## config.mk

```make
export PLATFORM = sky130hd
export DESIGN_NAME = ssp_flash_ctrl
export DESIGN_NICKNAME = d
export VERILOG_FILES = /design/src/hdl/ssp_pkg.sv /design/src/hdl/ssp_unlock_seq.sv /design/src/hdl/ssp_flash_ctrl.sv
export VERILOG_INCLUDE_DIRS = /design/src /design/src/hdl
export SDC_FILE = /design/constraint.sdc
export NUM_CORES = 1
export LEC_CHECK = 0
export BUFFER_PORTS_ARGS = -buffer_cell sky130_fd_sc_hd__buf_2
export CORE_ASPECT_RATIO = 1.25
export CORE_MARGIN = 2
export CORE_UTILIZATION = 40
export CTS_CLUSTER_SIZE = 10
export DETAILED_ROUTE_END_ITERATION = 6
export RECOVER_POWER = 100
export SYNTH_ARGS = -nofsm -noshare
export SYNTH_HDL_FRONTEND = slang
export SYNTH_HIERARCHICAL = 1
export SYNTH_SLANG_ARGS = --single-unit
```

## constraint.sdc

```tcl
create_clock -name pclk -period 5.4 [get_ports pclk]
set_clock_uncertainty 0.2 [all_clocks]
set_input_delay 0.81 -clock pclk [delete_from_list [all_inputs] [get_ports pclk]]
set_output_delay 0.81 -clock pclk [all_outputs]
set_load 0.03 [all_outputs]
```

## src/hdl/ssp_defines.svh

```systemverilog
// constants of the self sector programming controller
// assumes: included by its bare name from the modules and the testbench
`ifndef SSP_DEFINES_SVH
`define SSP_DEFINES_SVH

// ************************************************************
// register indexes (byte address is four times the index)
// ************************************************************
`define SSP_IDX_STATUS 8'hf0
`define SSP_IDX_OPTYPE 8'hf2
`define SSP_IDX_TWO 8'hf3
`define SSP_IDX_THREE 8'hf4
`define SSP_IDX_FOUR 8'hf5
`define SSP_IDX_FIVE 8'hf6
`define SSP_IDX_SECT 8'hf7
`define SSP_IDX_LOW 8'hfb
`define SSP_IDX_DATA 8'hfc

// ************************************************************
// codes, keys, fields and reset values
// ************************************************************
`define SSP_OP_ERASE 8'he6
`define SSP_OP_PROG 8'h6e
`define SSP_KEY_TWO 4'h5
`define SSP_KEY_THREE 4'ha
`define SSP_KEY_FOUR 4'h9
`define SSP_KEY_FIVE 4'h6
`define SSP_LAST_SECTOR 6'h0f
`define SSP_RST_BYTE 8'h00
`define SSP_RST_KEY 4'h0
`define SSP_LAST_STEP 3'h4
`define SSP_ST_BUSY 0
`define SSP_ST_ABORT 1
`define SSP_ST_DONE 2

`endif

```

## src/hdl/ssp_pkg.sv

```systemverilog
// types shared by the self sector programming controller
// assumes: nothing beyond a systemverilog compiler
package ssp_pkg;
  typedef enum logic [1:0] {
    SSP_IDLE = 2'b00,
    SSP_ERASE = 2'b01,
    SSP_PROG = 2'b10
  } ssp_state_e;
  typedef logic [7:0] ssp_byte_t;
  typedef logic [2:0] ssp_step_t;
endpackage

```

## src/hdl/ssp_unlock_seq.sv

```systemverilog
// tracks the ordered unlock writes and flags start or abort
// assumes: one write strobe per accepted bus write, pclk domain
`timescale 1ns/10ps
`include "ssp_defines.svh"
module ssp_unlock_seq (
  // clock and reset
  input wire logic pclk,
  input wire logic presetn,
  // accepted register write
  input wire logic wr_en,
  input wire ssp_pkg::ssp_byte_t wr_idx,
  input wire ssp_pkg::ssp_byte_t wr_data,
  // sequence result
  output ssp_pkg::ssp_step_t step,
  output logic trigger,
  output logic abort
);
  import ssp_pkg::*;

  ssp_step_t step_q, step_d;
  logic trig_q, trig_d, abort_q, abort_d;

  function automatic logic key_ok(ssp_step_t s, ssp_byte_t i, ssp_byte_t d);
    logic ok;
    ok = 1'b0;
    case (s)
      3'h0: ok = (i == `SSP_IDX_OPTYPE) &&
                 (d == `SSP_OP_ERASE || d == `SSP_OP_PROG);
      3'h1: ok = (i == `SSP_IDX_TWO) && (d[3:0] == `SSP_KEY_TWO);
      3'h2: ok = (i == `SSP_IDX_THREE) && (d[3:0] == `SSP_KEY_THREE);
      3'h3: ok = (i == `SSP_IDX_FOUR) && (d[3:0] == `SSP_KEY_FOUR);
      3'h4: ok = (i == `SSP_IDX_FIVE) && (d[3:0] == `SSP_KEY_FIVE);
      default: ok = 1'b0;
    endcase
    return ok;
  endfunction

  function automatic logic is_key_reg(ssp_byte_t i);
    return (i >= `SSP_IDX_OPTYPE) && (i <= `SSP_IDX_FIVE);
  endfunction

  // any stray write mid-sequence breaks it, so a half-done unlock
  // cannot be finished by unrelated code later
  always_comb begin
    step_d = step_q;
    trig_d = 1'b0;
    abort_d = 1'b0;
    if (wr_en) begin
      if (key_ok(step_q, wr_idx, wr_data)) begin
        if (step_q == `SSP_LAST_STEP) begin
          step_d = 3'h0;
          trig_d = 1'b1;
        end else begin
          step_d = step_q + 3'h1;
        end
      end else if (step_q != 3'h0 || is_key_reg(wr_idx)) begin
        step_d = 3'h0;
        abort_d = 1'b1;
      end
    end
  end

  always_ff @(posedge pclk or negedge presetn) begin
    if (!presetn) begin
      step_q <= 3'h0;
      trig_q <= 1'b0;
      abort_q <= 1'b0;
    end else begin
      step_q <= step_d;
      trig_q <= trig_d;
      abort_q <= abort_d;
    end
  end

  assign step = step_q;
  assign trigger = trig_q;
  assign abort = abort_q;
endmodule

```

## src/hdl/ssp_flash_ctrl.sv

```systemverilog
// self sector programming controller: apb registers, unlock check,
// and the erase or program request toward the flash array
// assumes: flash array pulses flash_done once per request; the cpu
// stalls while cpu_idle is high
`timescale 1ns/10ps
`include "ssp_defines.svh"
module ssp_flash_ctrl (
  // clock and reset
  input wire logic pclk,
  input wire logic presetn,
  // apb slave
  input wire logic psel,
  input wire logic penable,
  input wire logic pwrite,
  input wire logic [11:0] paddr,
  input wire logic [31:0] pwdata,
  output logic [31:0] prdata,
  output logic pready,
  output logic pslverr,
  // flash array
  input wire logic flash_done,
  output logic [15:0] flash_addr,
  output logic [7:0] flash_wdata,
  output logic flash_erase,
  output logic flash_prog,
  // cpu
  output logic cpu_idle
);
  import ssp_pkg::*;

  // ************************************************************
  // bus decode
  // ************************************************************
  ssp_byte_t idx;
  logic hit, access, wr_en;
  logic pready_q, pready_d, pslverr_q, pslverr_d;
  logic [31:0] prdata_q, prdata_d;

  function automatic logic mapped(ssp_byte_t i);
    return (i == `SSP_IDX_STATUS) || ((i >= `SSP_IDX_OPTYPE) &&
           (i <= `SSP_IDX_SECT)) || (i == `SSP_IDX_LOW) ||
           (i == `SSP_IDX_DATA);
  endfunction

  assign idx = paddr[9:2];
  assign hit = mapped(idx) && (paddr[11:10] == 2'h0) &&
               (paddr[1:0] == 2'h0);
  assign access = psel && penable;

  // ************************************************************
  // register and operation state
  // ************************************************************
  ssp_byte_t optype_q, optype_d, sect_q, sect_d, low_q, low_d;
  ssp_byte_t data_q, data_d;
  logic [3:0] two_q, two_d, three_q, three_d;
  logic [3:0] four_q, four_d, five_q, five_d;
  logic abort_flag_q, abort_flag_d, done_flag_q, done_flag_d;
  ssp_state_e state_q, state_d;
  logic [15:0] faddr_q, faddr_d;
  ssp_byte_t fdata_q, fdata_d;
  logic idle_q, idle_d;
  logic erase_q, erase_d, prog_q, prog_d;
  ssp_step_t seq_step;
  logic seq_trig, seq_abort, start_ok, reject, busy;

  assign busy = (state_q != SSP_IDLE);
  // writes are refused while an operation runs; the cpu is idle then
  assign wr_en = access && pready_q && pwrite && hit && !busy;

  ssp_unlock_seq u_seq (
    .pclk(pclk),
    .presetn(presetn),
    .wr_en(wr_en),
    .wr_idx(idx),
    .wr_data(pwdata[7:0]),
    .step(seq_step),
    .trigger(seq_trig),
    .abort(seq_abort)
  );

  // last sector holds the boot code, so erasing it is rejected
  assign reject = seq_trig && (optype_q == `SSP_OP_ERASE) &&
                  (sect_q[7:2] == `SSP_LAST_SECTOR);
  assign start_ok = seq_trig && !reject;

  // ************************************************************
  // bus answer: one wait cycle, then registered data
  // ************************************************************
  always_comb begin
    pready_d = 1'b0;
    pslverr_d = 1'b0;
    prdata_d = prdata_q;
    if (access && !pready_q) begin
      pready_d = 1'b1;
      pslverr_d = !hit;
      if (!pwrite) begin
        prdata_d = 32'h0;
        case (idx)
          `SSP_IDX_STATUS: prdata_d[5:0] = {seq_step, done_flag_q,
                                            abort_flag_q, busy};
          `SSP_IDX_OPTYPE: prdata_d[7:0] = optype_q;
          `SSP_IDX_TWO: prdata_d[3:0] = two_q;
          `SSP_IDX_THREE: prdata_d[3:0] = three_q;
          `SSP_IDX_FOUR: prdata_d[3:0] = four_q;
          `SSP_IDX_FIVE: prdata_d[3:0] = five_q;
          `SSP_IDX_SECT: prdata_d[7:0] = sect_q;
          `SSP_IDX_LOW: prdata_d[7:0] = low_q;
          `SSP_IDX_DATA: prdata_d[7:0] = data_q;
          default: prdata_d = 32'h0;
        endcase
      end
    end
  end

  always_ff @(posedge pclk or negedge presetn) begin
    if (!presetn) begin
      pready_q <= 1'b0;
      pslverr_q <= 1'b0;
      prdata_q <= 32'h0;
    end else begin
      pready_q <= pready_d;
      pslverr_q <= pslverr_d;
      prdata_q <= prdata_d;
    end
  end

  // ************************************************************
  // register file
  // ************************************************************
  always_comb begin
    optype_d = optype_q;
    two_d = two_q;
    three_d = three_q;
    four_d = four_q;
    five_d = five_q;
    sect_d = sect_q;
    low_d = low_q;
    data_d = data_q;
    abort_flag_d = abort_flag_q;
    done_flag_d = done_flag_q;
    if (wr_en) begin
      case (idx)
        `SSP_IDX_STATUS: begin
          if (pwdata[`SSP_ST_ABORT]) abort_flag_d = 1'b0;
          if (pwdata[`SSP_ST_DONE]) done_flag_d = 1'b0;
        end
        `SSP_IDX_OPTYPE: optype_d = pwdata[7:0];
        `SSP_IDX_TWO: two_d = pwdata[3:0];
        `SSP_IDX_THREE: three_d = pwdata[3:0];
        `SSP_IDX_FOUR: four_d = pwdata[3:0];
        `SSP_IDX_FIVE: five_d = pwdata[3:0];
        `SSP_IDX_SECT: sect_d = pwdata[7:0];
        `SSP_IDX_LOW: low_d = pwdata[7:0];
        `SSP_IDX_DATA: data_d = pwdata[7:0];
        default: optype_d = optype_q;
      endcase
    end
    // keys are consumed, so every further operation needs a fresh unlock
    if (seq_trig || seq_abort) begin
      optype_d = `SSP_RST_BYTE;
      two_d = `SSP_RST_KEY;
      three_d = `SSP_RST_KEY;
      four_d = `SSP_RST_KEY;
      five_d = `SSP_RST_KEY;
    end
    // set after clear, so a flag raised in the clearing cycle survives
    if (seq_abort || reject) abort_flag_d = 1'b1;
    if (busy && flash_done) done_flag_d = 1'b1;
  end

  always_ff @(posedge pclk or negedge presetn) begin
    if (!presetn) begin
      optype_q <= `SSP_RST_BYTE;
      two_q <= `SSP_RST_KEY;
      three_q <= `SSP_RST_KEY;
      four_q <= `SSP_RST_KEY;
      five_q <= `SSP_RST_KEY;
      sect_q <= `SSP_RST_BYTE;
      low_q <= `SSP_RST_BYTE;
      data_q <= `SSP_RST_BYTE;
      abort_flag_q <= 1'b0;
      done_flag_q <= 1'b0;
    end else begin
      optype_q <= optype_d;
      two_q <= two_d;
      three_q <= three_d;
      four_q <= four_d;
      five_q <= five_d;
      sect_q <= sect_d;
      low_q <= low_d;
      data_q <= data_d;
      abort_flag_q <= abort_flag_d;
      done_flag_q <= done_flag_d;
    end
  end

  // ************************************************************
  // flash operation
  // ************************************************************
  always_comb begin
    state_d = state_q;
    faddr_d = faddr_q;
    fdata_d = fdata_q;
    idle_d = idle_q;
    case (state_q)
      SSP_IDLE: begin
        if (start_ok) begin
          idle_d = 1'b1;
          if (optype_q == `SSP_OP_ERASE) begin
            state_d = SSP_ERASE;
            faddr_d = {sect_q[7:2], 10'h000};
          end else begin
            state_d = SSP_PROG;
            faddr_d = {sect_q, low_q};
            fdata_d = data_q;
          end
        end
      end
      SSP_ERASE, SSP_PROG: begin
        if (flash_done) begin
          state_d = SSP_IDLE;
          idle_d = 1'b0;
        end
      end
      default: begin
        state_d = SSP_IDLE;
        idle_d = 1'b0;
      end
    endcase
    // strobes leave from flops, so the array sees no decode glitches
    erase_d = (state_d == SSP_ERASE);
    prog_d = (state_d == SSP_PROG);
  end

  always_ff @(posedge pclk or negedge presetn) begin
    if (!presetn) begin
      state_q <= SSP_IDLE;
      faddr_q <= 16'h0000;
      fdata_q <= 8'h00;
      idle_q <= 1'b0;
      erase_q <= 1'b0;
      prog_q <= 1'b0;
    end else begin
      state_q <= state_d;
      faddr_q <= faddr_d;
      fdata_q <= fdata_d;
      idle_q <= idle_d;
      erase_q <= erase_d;
      prog_q <= prog_d;
    end
  end

  assign prdata = prdata_q;
  assign pready = pready_q;
  assign pslverr = pslverr_q;
  assign flash_addr = faddr_q;
  assign flash_wdata = fdata_q;
  assign flash_erase = erase_q;
  assign flash_prog = prog_q;
  assign cpu_idle = idle_q;
endmodule

```

==> summary.md <==
| Metric | Value |
|---|---|
| Synth cell count leaders | `dfrtp_1 (94), nand2_1 (57), mux2_2 (41), buf_4 (25)` |
| Clock Tree Buf Depth | `2` |
| Pre-CTS setup slack | `1990 ps` |
| Area Growth Syn to Fin | `11.7%` |
| Placed instance area | `0.00539 sq mm` |
| Clock buffer count from CTS | `9` |
| RR Endpoint | `sect_q[3]` |
| Post-Route WL | `13700 um` |
| Syn Area/Cell | `10.7 sq um` |
| Peak supply drop | `124 uV` |
| Top cell type by total area after synthesis | `dfrtp_1` |
| I/O pin total | `111` |
| CP arrival | `3890 ps` |
| CP startpoint | `paddr[4]` |
| Total clock sinks | `94` |
| Crit Path Max Fanout | `29` |
| Clk slew on worst S/H paths | `70 ps` |
| Fin crit period | `3850 ps` |
| RePlAce Congestion | `0.957` |
| Clk Latency, worst-skew pair | `350 ps` |
| R2R Setup Slk | `1760 ps` |
| Dominant cell by count in the synthesized netlist | `dfrtp_1` |
| Die W | `104 um` |
| Antenna diodes | `0` |
| Number of remaining DRC errors | `0` |
| Leakage | `2.56 nW` |
| Post-CTS resize count | `0` |
| Vias in the first global route | `3910` |
| Worst-Margin Slew | `2550 ps` |
| Placed cell count | `676` |
| Global-route wire length before repair | `21900 um` |
| Die area | `0.0134 sq mm` |
| Nets | `580` |
| Routed vias/inst | `5.74` |
| CTS root buf | `clkbuf_16` |
| Max Cap Viol | `2` |
| Crit Path Class | `primary input to register` |
| Slew headroom | `-69.8%` |
| Post-synthesis xor/xnor area fraction | `0.175%` |
| Total Neg Setup Slack | `0 ps` |
| Area share of the largest cell type after synthesis | `46.9%` |
| Synthesized cell area | `0.00501 sq mm` |
| Failing checks | `capacitance limit, slew limit` |
| Initial Util | `41.2%` |
| Seq/Total Area, Yosys | `46.9%` |
| Post-synthesis adder-cell area fraction | `1.75%` |
| Run status | `finished with violations` |
| Core Region | `0.0122 sq mm` |
| R2R cell count | `6` |
| Final ANT Viol Nets | `0` |
| Site Rows | `45` |
| Vias | `3972` |
| Largest net degree at the start of global routing | `51` |
| Estimated wirelength of the detail-placed design | `9910 um` |
| Top cells by area, synth | `dfrtp_1 (47%), mux2_2 (9.2%), mux2i_1 (4.4%)` |
| GRT overflow | `0` |
| Mux share of post-synthesis cell area | `14.1%` |
| Crit path capture type | `register` |
| Layout cells sized above 1 | `16.9%` |
| Post-synthesis compound-gate area fraction | `14.6%` |
| Tcrit/Tclk final | `71.4%` |
| Post-Synth Simple-Gate Area | `15.9%` |
| CP endpoint | `data_q[4]` |
| Top_reg_cell synth | `dfrtp_1` |
| PD cells | `266 mW/mm^2` |
| Post-synthesis register bit count | `94` |
| DR pass1 iterations | `5` |
| Initial drt markers | `262` |
| Peak Freq | `260 MHz` |
| Layout Cells excl Fill | `692` |
| H-tree levels | `3` |
| EDFF count, synth | `0` |
| Startpoint types | `primary input` |
| Final Cell Area | `0.00560 sq mm` |
| CTS tree | `built` |
| Yosys warnings | `6` |
| Initial antenna violation count | `0` |
| Hold buffer count at CTS | `0` |
| Async S/R FF share, synth | `100%` |
| DR WL/cell | `19.7 um` |
| Power, Total | `0.00149 W` |
| Total GRT Usage | `21.1%` |
| Worst setup margin | `1550 ps` |
| Number of setup buffers added after CTS | `0` |
| Finish-stage setup viols | `0` |
| Hold Crit Class | `register to register` |
| IO Port Bufs | `62` |
| Crit Reg-Reg Startpoint | `state_q[0]` |
| Yosys cell types | `70` |
| Final Hold Viols | `0` |
| Pins Over Slew Limit | `56` |
| Req. time, crit path | `5430 ps` |
| Syn Inst Count | `468` |
| Die Span Y | `129 um` |
| RSZ-0062 raised after global routing | `no` |
| Main combinational cell family by area after synthesis | `simple AND/OR/NAND/NOR gates` |
sequential cells by signal, summed over array words and instances (netlist names), 8 cells and up:
register / count
flash_addr: 16
optype_q: 8
low_q: 8
sect_q: 8
data_q: 8
prdata: 8
flash_wdata: 8
worst min-delay path by stage:
stage	start	slack (ps)	to	cells past startpoint
finish	flash_addr[8]	280	flash_addr[8]	2
global route	prdata[6]	320	prdata[6]	2
CTS	flash_addr[13]	280	flash_addr[13]	2
detailed placement	flash_addr[13]	270	flash_addr[13]	2
global placement	flash_addr[3]	260	flash_addr[3]	2
floorplan	u_seq/abort	250	abort_flag_q	1
stage by stage:
| stage | hold slack [ps] | utilization [%] |
|---|---|---|
| 2_1_floorplan | 252 | - |
| 6_report | 282 | 46.0 |
| 3_5_place_dp | 269 | 44.3 |
| 5_1_grt | 318 | 46.0 |
| 3_3_place_gp | 259 | 44.3 |
| 4_1_cts | 284 | 46.8 |
cell usage in the layout (no fill, tap or decap), types with 3 or more instances in the layout:
cell | synthesis | final
o221ai_1 | 3 | 3
and4b_1 | 3 | 3
o21ai_0 | 22 | 23
nand3b_1 | 3 | 3
inv_1 | 12 | 12
nand3_1 | 7 | 7
o211ai_1 | 5 | 5
a22o_1 | 7 | 7
dfrtp_1 | 94 | 94
mux2i_1 | 22 | 22
conb_1 | 1 | 24
a22oi_1 | 4 | 4
nor2_1 | 14 | 14
nand4_1 | 9 | 9
o2111ai_1 | 7 | 7
nand2b_1 | 5 | 5
ha_1 | 7 | 7
a21oi_1 | 14 | 14
and3b_1 | 3 | 3
mux2_2 | 41 | 41
o41ai_1 | 7 | 8
nor2b_1 | 5 | 5
nand2_1 | 57 | 57
nand4b_1 | 3 | 3
o32ai_1 | 3 | 3
buf_2 | 3 | 22
o31ai_1 | 4 | 4
clkbuf_1 | 16 | 45
clkbuf_16 | 0 | 9
nor3_1 | 7 | 8
a32oi_1 | 4 | 4
o22a_1 | 3 | 3
routing by layer:
layer	part of all wire [%]	global-route usage (%)	vias up	wire length, um
li1	-	-	1814	-
met1	42	27.2	1979	5760
met2	50	35.3	156	6790
met3	5.6	3.82	23	768
met4	2.5	8.98	0	342
met5	0	0	-	0
worst max-delay path: stages:
cell	delay (ps)
clkbuf_1	1000
nand2b_1	240
a21oi_1	560
clkbuf_1	400
o211ai_1	450
mux2_2	410
kinds of logic after synthesis:
group | Yosys count
adder cells (fa/ha/maj) | 7
flip-flops | 94
other | 1
multiplexers | 64
buffers and inverters | 59
XOR/XNOR | 1
AO/OA/AOI/OAI | 100
AND/OR/NAND/NOR | 142
cell type report:
class / instances / area, sq um
clock buffer: 10 / 229
inverter: 12 / 45.0
tap: 164 / 205
clock inverter: 6 / 77.6
sequential: 94 / 2350
fill: 1193 / 6560
multi-input combinational: 338 / 2400
timing repair buffer: 68 / 290
report_power, final:
| group | internal [W] | leakage (nW) | switching, W |
|---|---|---|---|
| Sequential | 0.000708 | 1.21 | 0.00000243 |
| Combinational | 0.0000280 | 1.20 | 0.0000983 |
| Clock | 0.000368 | 0.147 | 0.000286 |
Power figures use the tool's default switching activity.
